**src/hdl/dbc_pkg.sv**
```systemverilog
// Constants, types and states shared by the DRAM bank controller
// How it works
// - DRAM answers only in the lowest four megabytes of physical address space.
// - One to four populated banks, each of by-four 256k-deep devices.
// - Latched address bits 21 and 20 pick the target bank.
// - Separate read and write strobes tell reads from writes.
// - Each bank has its own row strobe; strobe n serves bank n.
// - Each bank has its own write strobe; strobe n serves bank n.
// - Any read or write drives the per-bank strobes of exactly one bank.
// - Each bank covers one contiguous one-megabyte range.
// - Reads may return the whole 32-bit word whatever the requested size.
// - Writes drive only column strobes of enabled byte lanes, lane n to n.
// - Each column strobe reaches its byte lane in all four banks.
// - A refresh timer raises a refresh request every 9.6 microseconds.
// - Refresh timer runs from the bus clock or a separate oscillator.
// - No row strobe stays low over 10 microseconds, idle open rows included.
// - Address and data share one bus; the address is latched apart.
// - All logic runs on the processor's bus clock output.
// - Device address is the latched address multiplexed onto shared lines.
// - An access starts on DRAM select with read or write strobe.
// - Refresh beats new requests but waits for a running bus cycle.
// - Refresh is done only column strobe before row strobe.
package dbc_pkg;
   localparam int CLK_PERIOD_NS  = 10;
   localparam int REFRESH_NS     = 9600;
   localparam int REFRESH_CYC    = REFRESH_NS / CLK_PERIOD_NS;
   localparam int RAS_MAX_NS     = 10000;
   localparam int RAS_MAX_CYC    = RAS_MAX_NS / CLK_PERIOD_NS;
   localparam int RAS_GUARD_CYC  = 16;
   // Oscillator ticks per refresh when the timer runs off a separate clock
   localparam int EXT_TICK_COUNT = 96;

   localparam int MAX_BANKS  = 4;
   localparam int NUM_LANES  = 4;
   localparam int BUS_W      = 32;
   localparam int DEV_ADDR_W = 9;
   localparam int REGION_LSB = 22;
   localparam int BANK_LSB   = 20;
   localparam int BANK_W     = 2;
   localparam int ROW_LSB    = 11;
   localparam int COL_LSB    = 2;

   localparam logic [3:0] ROW_CYC     = 4'h2;
   localparam logic [3:0] COL_CYC     = 4'h3;
   localparam logic [3:0] PRE_CYC     = 4'h2;
   localparam logic [3:0] REF_CAS_CYC = 4'h1;
   localparam logic [3:0] REF_RAS_CYC = 4'h4;
   localparam logic [3:0] ALL_LANES   = 4'hF;

   typedef struct packed {
      logic                  write;
      logic [BANK_W-1:0]     bank;
      logic [DEV_ADDR_W-1:0] row;
      logic [DEV_ADDR_W-1:0] col;
      logic [NUM_LANES-1:0]  lanes;
   } dbc_req_t;

   typedef enum {
      ST_IDLE,
      ST_ROW,
      ST_COL,
      ST_ACK,
      ST_RELEASE,
      ST_OPEN,
      ST_PRE,
      ST_REF_CAS,
      ST_REF_RAS
   } dbc_state_t;
endpackage : dbc_pkg

```
**src/hdl/dbc_bank_control.sv**
```systemverilog
// Bank decode, strobe sequencing and refresh for the DRAM array
`timescale 1ns/10ps
`default_nettype none

module dbc_bank_control #(
   parameter int NUM_BANKS      = dbc_pkg::MAX_BANKS,
   parameter int REFRESH_CYC    = dbc_pkg::REFRESH_CYC,
   parameter int RAS_MAX_CYC    = dbc_pkg::RAS_MAX_CYC,
   parameter bit USE_EXT_TICK   = 1'b0,
   parameter int EXT_TICK_COUNT = dbc_pkg::EXT_TICK_COUNT
) (
   input  wire logic                                 sys_clk,
   input  wire logic                                 sys_rst,
   input  wire logic [dbc_pkg::BUS_W-1:0]            busAd,
   input  wire logic                                 addrLatch,
   input  wire logic                                 busRead,
   input  wire logic                                 busWrite,
   input  wire logic                                 writeNear,
   input  wire logic [dbc_pkg::NUM_LANES-1:0]        byteEnable,
   input  wire logic                                 extRefreshTick,
   output logic      [dbc_pkg::MAX_BANKS-1:0]        rowStrobeBankN,
   output logic      [dbc_pkg::MAX_BANKS-1:0]        bankWriteStrobeN,
   output logic      [dbc_pkg::NUM_LANES-1:0]        columnStrobeLaneN,
   output logic      [dbc_pkg::DEV_ADDR_W-1:0]       memAddr,
   output logic                                      busAck,
   output logic                                      readLatchEnable
);
   localparam int TIMER_PERIOD = USE_EXT_TICK ? EXT_TICK_COUNT : REFRESH_CYC;
   localparam int RAS_LIMIT    = RAS_MAX_CYC - dbc_pkg::RAS_GUARD_CYC;
   localparam int AGE_W        = $clog2(RAS_MAX_CYC + 1);

   // Address side
   logic [dbc_pkg::BUS_W-1:0] latchedAddr;
   wire  logic                dramSelect;
   wire  logic                bankPresent;
   wire  logic                accessReq;
   wire  dbc_pkg::dbc_req_t   newReq;
   wire  logic                pageHit;

   // Sequencer
   dbc_pkg::dbc_state_t       state;
   dbc_pkg::dbc_state_t       next_state;
   logic [3:0]                cnt;
   logic [3:0]                next_cnt;
   dbc_pkg::dbc_req_t         req;
   wire  dbc_pkg::dbc_req_t   next_req;
   wire  logic                acceptNew;
   logic                      bootRefresh;
   wire  logic                refreshReq;
   wire  logic                refreshAck;
   wire  logic                refreshDue;

   // Row-open age
   logic [AGE_W-1:0]          rasAge;
   wire  logic                anyRowLow;
   wire  logic                rasOld;

   // Strobe planning for the coming cycle
   wire  logic                rowHold;
   wire  logic                rowAll;
   wire  logic                colAccess;
   wire  logic                colAll;
   wire  logic                writePulse;
   wire  logic [dbc_pkg::MAX_BANKS-1:0] next_rowMask;
   wire  logic [dbc_pkg::MAX_BANKS-1:0] next_writeMask;
   wire  logic [dbc_pkg::NUM_LANES-1:0] next_colMask;

   // Demultiplex the shared bus; address holds until the next latch pulse
   always_ff @(posedge sys_clk) begin
      if (sys_rst) latchedAddr <= '0;
      else if (addrLatch) latchedAddr <= busAd;
   end

   // Only the bottom four megabytes belong to DRAM
   assign dramSelect = (latchedAddr[dbc_pkg::BUS_W-1:dbc_pkg::REGION_LSB] == '0);

   // Unpopulated banks never start a cycle
   assign bankPresent =
      (32'(latchedAddr[dbc_pkg::BANK_LSB +: dbc_pkg::BANK_W]) < NUM_BANKS);

   assign accessReq = dramSelect && bankPresent && (busRead || busWrite);

   // Bank from the two bits above each 1 MB block, word address below
   assign newReq.write = busWrite;
   assign newReq.bank  = latchedAddr[dbc_pkg::BANK_LSB +: dbc_pkg::BANK_W];
   assign newReq.row   = latchedAddr[dbc_pkg::ROW_LSB +: dbc_pkg::DEV_ADDR_W];
   assign newReq.col   = latchedAddr[dbc_pkg::COL_LSB +: dbc_pkg::DEV_ADDR_W];
   // Full word on reads saves lane logic on the read path
   assign newReq.lanes = busWrite ? byteEnable : dbc_pkg::ALL_LANES;

   // Page hit needs the processor hint and a matching open row
   assign pageHit = busWrite && writeNear
                    && (newReq.bank == req.bank)
                    && (newReq.row == req.row);

   // Refresh request generation
   dbc_refresh_timer #(
      .PERIOD       (TIMER_PERIOD),
      .USE_EXT_TICK (USE_EXT_TICK)
   ) u_refresh_timer (
      .sys_clk    (sys_clk),
      .sys_rst    (sys_rst),
      .extTick    (extRefreshTick),
      .refreshAck (refreshAck),
      .refreshReq (refreshReq)
   );

   assign refreshDue = refreshReq || bootRefresh;
   assign refreshAck = (state == dbc_pkg::ST_IDLE) && (next_state == dbc_pkg::ST_REF_CAS);

   // One refresh follows reset before any access is served
   always_ff @(posedge sys_clk) begin
      if (sys_rst) bootRefresh <= 1'b1;
      else if (refreshAck) bootRefresh <= 1'b0;
   end

   // Age of the current row-strobe low period
   assign anyRowLow = (rowStrobeBankN != '1);
   assign rasOld    = (32'(rasAge) >= RAS_LIMIT);

   always_ff @(posedge sys_clk) begin
      if (sys_rst) rasAge <= '0;
      else if (!anyRowLow) rasAge <= '0;
      else if (!rasOld) rasAge <= rasAge + AGE_W'(1);
   end

   // Sequencer next state
   always_comb begin
      next_state = state;
      unique case (state)
         dbc_pkg::ST_IDLE: begin
            // Refresh first; a waiting bus cycle is taken afterwards
            if (refreshDue) begin
               next_state = dbc_pkg::ST_REF_CAS;
            end else if (accessReq) begin
               next_state = dbc_pkg::ST_ROW;
            end
         end
         dbc_pkg::ST_ROW: begin
            if (cnt == dbc_pkg::ROW_CYC - 4'h1) begin
               next_state = dbc_pkg::ST_COL;
            end
         end
         dbc_pkg::ST_COL: begin
            if (cnt == dbc_pkg::COL_CYC - 4'h1) begin
               next_state = dbc_pkg::ST_ACK;
            end
         end
         dbc_pkg::ST_ACK: begin
            next_state = dbc_pkg::ST_RELEASE;
         end
         dbc_pkg::ST_RELEASE: begin
            // Running bus cycle finishes before refresh gets in
            if (!busRead && !busWrite) begin
               next_state = req.write ? dbc_pkg::ST_OPEN : dbc_pkg::ST_PRE;
            end
         end
         dbc_pkg::ST_OPEN: begin
            // Old rows close in time even with no traffic
            if (refreshDue || rasOld) begin
               next_state = dbc_pkg::ST_PRE;
            end else if (accessReq && pageHit) begin
               next_state = dbc_pkg::ST_COL;
            end else if (accessReq) begin
               next_state = dbc_pkg::ST_PRE;
            end
         end
         dbc_pkg::ST_PRE: begin
            if (cnt == dbc_pkg::PRE_CYC - 4'h1) begin
               next_state = dbc_pkg::ST_IDLE;
            end
         end
         dbc_pkg::ST_REF_CAS: begin
            if (cnt == dbc_pkg::REF_CAS_CYC - 4'h1) begin
               next_state = dbc_pkg::ST_REF_RAS;
            end
         end
         dbc_pkg::ST_REF_RAS: begin
            if (cnt == dbc_pkg::REF_RAS_CYC - 4'h1) begin
               next_state = dbc_pkg::ST_PRE;
            end
         end
      endcase
   end

   // Phase counter restarts on every state change
   always_comb begin
      if (next_state != state) begin
         next_cnt = 4'h0;
      end else if (cnt == 4'hF) begin
         next_cnt = cnt;
      end else begin
         next_cnt = cnt + 4'h1;
      end
   end

   always_ff @(posedge sys_clk) begin
      if (sys_rst) begin
         state <= dbc_pkg::ST_IDLE;
         cnt   <= 4'h0;
      end else begin
         state <= next_state;
         cnt   <= next_cnt;
      end
   end

   // Capture the request as it is taken, fresh or page hit
   assign acceptNew = ((state == dbc_pkg::ST_IDLE) && (next_state == dbc_pkg::ST_ROW))
                      || ((state == dbc_pkg::ST_OPEN) && (next_state == dbc_pkg::ST_COL));
   assign next_req  = acceptNew ? newReq : req;

   always_ff @(posedge sys_clk) begin
      if (sys_rst) req <= '0;
      else req <= next_req;
   end

   // Row strobe held from row phase through idle-open
   assign rowHold = (next_state == dbc_pkg::ST_ROW)
                    || (next_state == dbc_pkg::ST_COL)
                    || (next_state == dbc_pkg::ST_ACK)
                    || (next_state == dbc_pkg::ST_RELEASE)
                    || (next_state == dbc_pkg::ST_OPEN);
   // Refresh pulls every bank's row strobe after the column strobes
   assign rowAll = (next_state == dbc_pkg::ST_REF_RAS);
   // Column strobe kept through ack so read data stays on the pins
   assign colAccess = (next_state == dbc_pkg::ST_COL)
                      || ((next_state == dbc_pkg::ST_ACK) && !next_req.write);
   assign colAll = (next_state == dbc_pkg::ST_REF_CAS)
                   || (next_state == dbc_pkg::ST_REF_RAS);
   // Write strobe stays high in refresh so the devices see a refresh
   assign writePulse = (next_state == dbc_pkg::ST_COL) && next_req.write;

   genvar b;
   generate
      for (b = 0; b < dbc_pkg::MAX_BANKS; b++) begin : g_bank
         // Bank strobes follow the one decoded bank; refresh pulls every row strobe
         assign next_rowMask[b] = (rowHold && (next_req.bank == dbc_pkg::BANK_W'(b)))
                                  || rowAll;
         assign next_writeMask[b] = writePulse
                                    && (next_req.bank == dbc_pkg::BANK_W'(b));
      end
   endgenerate

   genvar l;
   generate
      for (l = 0; l < dbc_pkg::NUM_LANES; l++) begin : g_lane
         // Lane strobe is common to all banks; bank choice rides on row strobe
         assign next_colMask[l] = (colAccess && next_req.lanes[l]) || colAll;
      end
   endgenerate

   // Strobe pins come straight from flops to keep them glitch free
   always_ff @(posedge sys_clk) begin
      if (sys_rst) begin
         rowStrobeBankN    <= '1;
         bankWriteStrobeN  <= '1;
         columnStrobeLaneN <= '1;
      end else begin
         rowStrobeBankN    <= ~next_rowMask;
         bankWriteStrobeN  <= ~next_writeMask;
         columnStrobeLaneN <= ~next_colMask;
      end
   end

   // Shared device address: row half, then column half
   dbc_addr_mux #(
      .W (dbc_pkg::DEV_ADDR_W)
   ) u_addr_mux (
      .sys_clk (sys_clk),
      .sys_rst (sys_rst),
      .rowAddr (next_req.row),
      .colAddr (next_req.col),
      .useCol  (colAccess),
      .memAddr (memAddr)
   );

   // Handshake back to the processor
   assign busAck          = (state == dbc_pkg::ST_ACK);
   assign readLatchEnable = (state == dbc_pkg::ST_ACK) && !req.write;
endmodule : dbc_bank_control

`default_nettype wire

```
**src/hdl/dbc_refresh_timer.sv**
```systemverilog
// Periodic refresh request with sticky pending flag
`timescale 1ns/10ps
`default_nettype none

module dbc_refresh_timer #(
   parameter int PERIOD       = dbc_pkg::REFRESH_CYC,
   parameter bit USE_EXT_TICK = 1'b0
) (
   input  wire logic sys_clk,
   input  wire logic sys_rst,
   input  wire logic extTick,
   input  wire logic refreshAck,
   output logic      refreshReq
);
   localparam int CW = $clog2(PERIOD + 1);

   logic [CW-1:0] count;
   logic [2:0]    tickSync;
   wire  logic    tickEn;
   wire  logic    wrap;

   // Oscillator edge seen only after two flops
   always_ff @(posedge sys_clk) begin
      if (sys_rst) tickSync <= 3'h0;
      else tickSync <= {tickSync[1:0], extTick};
   end

   assign tickEn = USE_EXT_TICK ? (tickSync[1] && !tickSync[2]) : 1'b1;
   assign wrap   = tickEn && (count == CW'(PERIOD - 1));

   always_ff @(posedge sys_clk) begin
      if (sys_rst) count <= '0;
      else if (wrap) count <= '0;
      else if (tickEn) count <= count + CW'(1);
   end

   // New request wins over a same-cycle acknowledge
   always_ff @(posedge sys_clk) begin
      if (sys_rst) refreshReq <= 1'b0;
      else if (wrap) refreshReq <= 1'b1;
      else if (refreshAck) refreshReq <= 1'b0;
   end
endmodule : dbc_refresh_timer

`default_nettype wire

```
**src/hdl/dbc_addr_mux.sv**
```systemverilog
// Registered row/column multiplexer for the shared device address lines
`timescale 1ns/10ps
`default_nettype none

module dbc_addr_mux #(
   parameter int W = dbc_pkg::DEV_ADDR_W
) (
   input  wire logic         sys_clk,
   input  wire logic         sys_rst,
   input  wire logic [W-1:0] rowAddr,
   input  wire logic [W-1:0] colAddr,
   input  wire logic         useCol,
   output logic      [W-1:0] memAddr
);
   wire logic [W-1:0] next_memAddr;

   assign next_memAddr = useCol ? colAddr : rowAddr;

   always_ff @(posedge sys_clk) begin
      if (sys_rst) memAddr <= '0;
      else memAddr <= next_memAddr;
   end
endmodule : dbc_addr_mux

`default_nettype wire

```
**config.mk**
```make
export PLATFORM = sky130hd
export DESIGN_NAME = dbc_bank_control
export DESIGN_NICKNAME = d
export VERILOG_FILES = /design/src/hdl/dbc_pkg.sv /design/src/hdl/dbc_bank_control.sv /design/src/hdl/dbc_refresh_timer.sv /design/src/hdl/dbc_addr_mux.sv
export SDC_FILE = /design/constraint.sdc
export NUM_CORES = 1
export LEC_CHECK = 0
export BUFFER_PORTS_ARGS = -buffer_cell sky130_fd_sc_hd__buf_2
export CAP_MARGIN = 20
export CORE_MARGIN = 2
export CORE_UTILIZATION = 52
export DETAILED_ROUTE_END_ITERATION = 8
export PLACE_DENSITY = 0.76
export SETUP_SLACK_MARGIN = 0.15
export SLEW_MARGIN = 20
export SYNTH_ARGS = -nofsm -noshare
export SYNTH_HDL_FRONTEND = slang
export SYNTH_HIERARCHICAL = 1
export SYNTH_SLANG_ARGS = --single-unit
```
**constraint.sdc**
```tcl
create_clock -name sys_clk -period 3.5 [get_ports sys_clk]
set_clock_uncertainty 0.15 [all_clocks]
set_input_delay 0.7 -clock sys_clk [delete_from_list [all_inputs] [get_ports sys_clk]]
set_output_delay 0.7 -clock sys_clk [all_outputs]
set_load 0.01 [all_outputs]
```
==> run summary <==
Tmin final - 3520 ps
Num rows - 37
Die Span X - 108 um
Post-DP HPWL - 8080 um
Vias - 4455
First-pass GRT wire length - 20500 um
Worst Hold Class - in -> reg
R2r startpoint - state[0]$_SDFF_PP0_
Pre-CTS setup slack - -104 ps
Failing checks - negative setup slack
Synth Instances - 579
Critical Path RT - 3740 ps
Dpl cell area - 6180 sq um
FF+latch count, synth - 134
Slew @ Worst Pin - 924 ps
CTS Hold Bufs - 0
Netlist cell types - 63
Fin. Hold Viols - 0
Initial antenna violation count - 0
Critical Path Start Type - flop
Num CTS Buffers - 17
CTS Sinks - 134
Setup ws final - -18.5 ps
Final RePlAce weighted congestion - 0.948
Syn Nets - 629
I/O Buffers - 62
Drt pass-1 iters - 5
CTS tree - built
Area of the mapped netlist - 5600 sq um
Placed cell count - 779
Largest net degree at the start of global routing - 60
Ys flop type - dfxtp_1
Ports - 66
Wire per inst - 14.7 um
Max Clock Freq - 284 MHz
Commonest non-fill, non-tap cells in the layout - dfxtp_1 (133), nor2_1 (71), buf_2 (62)
Vias in the first global route - 4445
Die height - 108 um
Setup TNS - -18.5 ps
Layout cells sized above 1 - 25.5%
H-tree levels - 4
RSZ-0062 raised after global routing - true
Inserted Diodes - 0
Number of synthesized flops with an enable pin - 0
Worst hold slack - 259 ps
WL final - 12100 um
Initial drt markers - 205
Longest Clk Path Bufs - 2
Max-slew violation count - 0
Max Cap Violations - 0
Final Cell Area - 6950 sq um
Pwr/cell area - 687 nW/um^2
Clock slew at reported path FFs - 60 ps
Via-to-Cell Ratio - 5.43
Critical path endpoint category - flop
Mean post-synth cell area - 9.66 sq um
Critical path origin - state[0]$_SDFF_PP0_
Layout area overhead - 24.2%
Starting Density - 54.0%
Final number of setup-violating endpoints - 1
Nets@finish - 722
DR DRC count - 0
Register area share after synthesis - 47.9%
P_leak - 2.90 nW
Cell Count, Final, Fillers Out - 821
WP data arrival - 3760 ps
Synth async-reset ratio - 0%
GRT overflow - 0
Root buf cell - clkbuf_8
Most common cell after layout, fill and taps aside - dfxtp_1
Min-delay src - busAd[6]
Max transition margin - 38.4%
Die area - 11600 sq um
Clk Latency, worst-skew pair - 530 ps
Core Area - 10400 sq um
Period utilisation layout - 101%
Crit path kind - reg -> reg
All-Layer GR Usage - 22.7%
Maximum vdd drop - 547 uV
Antenna viol nets, final - 0
Crit-path max FO - 5
Yosys Warn Count - 6
Result of the run - finished, violations left
registers in the layout (all words and copies together) (netlist names):
signal and count:
state 32, latchedAddr 30, req 25, rasAge 10, u_refresh_timer/count 10, u_addr_mux/memAddr 9, bankWriteStrobeN 4, cnt 4
columnStrobeLaneN 4, rowStrobeBankN 4, bootRefresh 1, u_refresh_timer/refreshReq 1
per-layer routing:
layer / track usage [%] / vias up / share of wire (%)
met3: 7.69 / 26 / 5.8
met4: 9.89 / 0 / 1.9
met2: 36.5 / 127 / 48
met5: 0 / - / 0
li1: - / 2235 / -
met1: 27.6 / 2067 / 45
report_power, final:
group          switching [mW]  internal (mW)
clock                   0.672           1.16
sequential             0.0588           1.62
combinational           0.662          0.598
total                    1.39           3.38
final timing paths:
check / endpoint / slack (ps) / cells past startpoint
worst max-delay path: u_addr_mux/memAddr[8]$_SDFF_PP0_ / -20 / 12
worst max register to register: u_addr_mux/memAddr[8]$_SDFF_PP0_ / -20 / 12
worst min register to register: state[5]$_SDFF_PP0_ / 310 / 1
worst min-delay path: latchedAddr[6]$_SDFFE_PP0P_ / 260 / 3
metrics by stage:
step / utilization [%] / total power [mW]
floorplan: - / 2.47
global placement: 59.6 / 2.79
detailed placement: 59.6 / 2.82
CTS: 66.3 / 4.76
global route: 67.0 / 5.00
finish: 67.0 / 4.78
cell usage after synthesis, drive strengths merged (9+ instances only):
cell type	number	area (sq um)
and2	30	190
mux2i	44	440
inv	12	45.0
clkbuf	17	63.8
nor4	16	100
nand2	21	78.8
nand4	9	56.3
nand3	18	95.1
nor2b	29	181
mux2	18	203
nor2	72	270
buf	10	57.6
dfxtp	134	2680
a21oi	23	115
o21ai	12	60.1
xor2	16	140
nor3	10	50.1
logic make-up (layout without fill, tap and decap cells):
family                   count (synthesis)  in the layout  share of synthesized area (%)
AO/OA/AOI/OAI                           76             76                           9.79
XOR/XNOR                                22             22                           3.44
adder cells (fa/ha/maj)                  7              7                           1.57
buffers and inverters                   39            145                           2.97
flip-flops                             134            134                           47.9
multiplexers                            62             62                           11.5
AND/OR/NAND/NOR                        239            239                           22.8
worst max-delay path, cell delays in order (launching register included):
cell and delay (ps):
dfxtp_1 310, or4_4 530, and2_4 160, a311o_1 270, or4_4 440, a2111oi_4 350, mux2i_1 270, nor2_1 80
nor4_2 180, buf_4 190, buf_8 130, mux2i_1 240, nor2_1 70
layout make-up:
cell class                      instances  area, sq um
Fill cell                             794         3420
Inverter                               12         45.0
Timing Repair Buffer                  101          627
Multi-Input combinational cell        406         2810
Sequential cell                       134         2680
Clock inverter                         14          198
Clock buffer                           18          418
Tap cell                              136          170
repair_timing:
item / CTS / global route
endpoints found under the setup margin: 10 / 40
pin swaps: 1 / 3
gates resized for setup: 6 / 16
gates cloned: 1 / 0
setup buffers: 8 / 1
No activity file was read; power rests on OpenSTA's default activity.
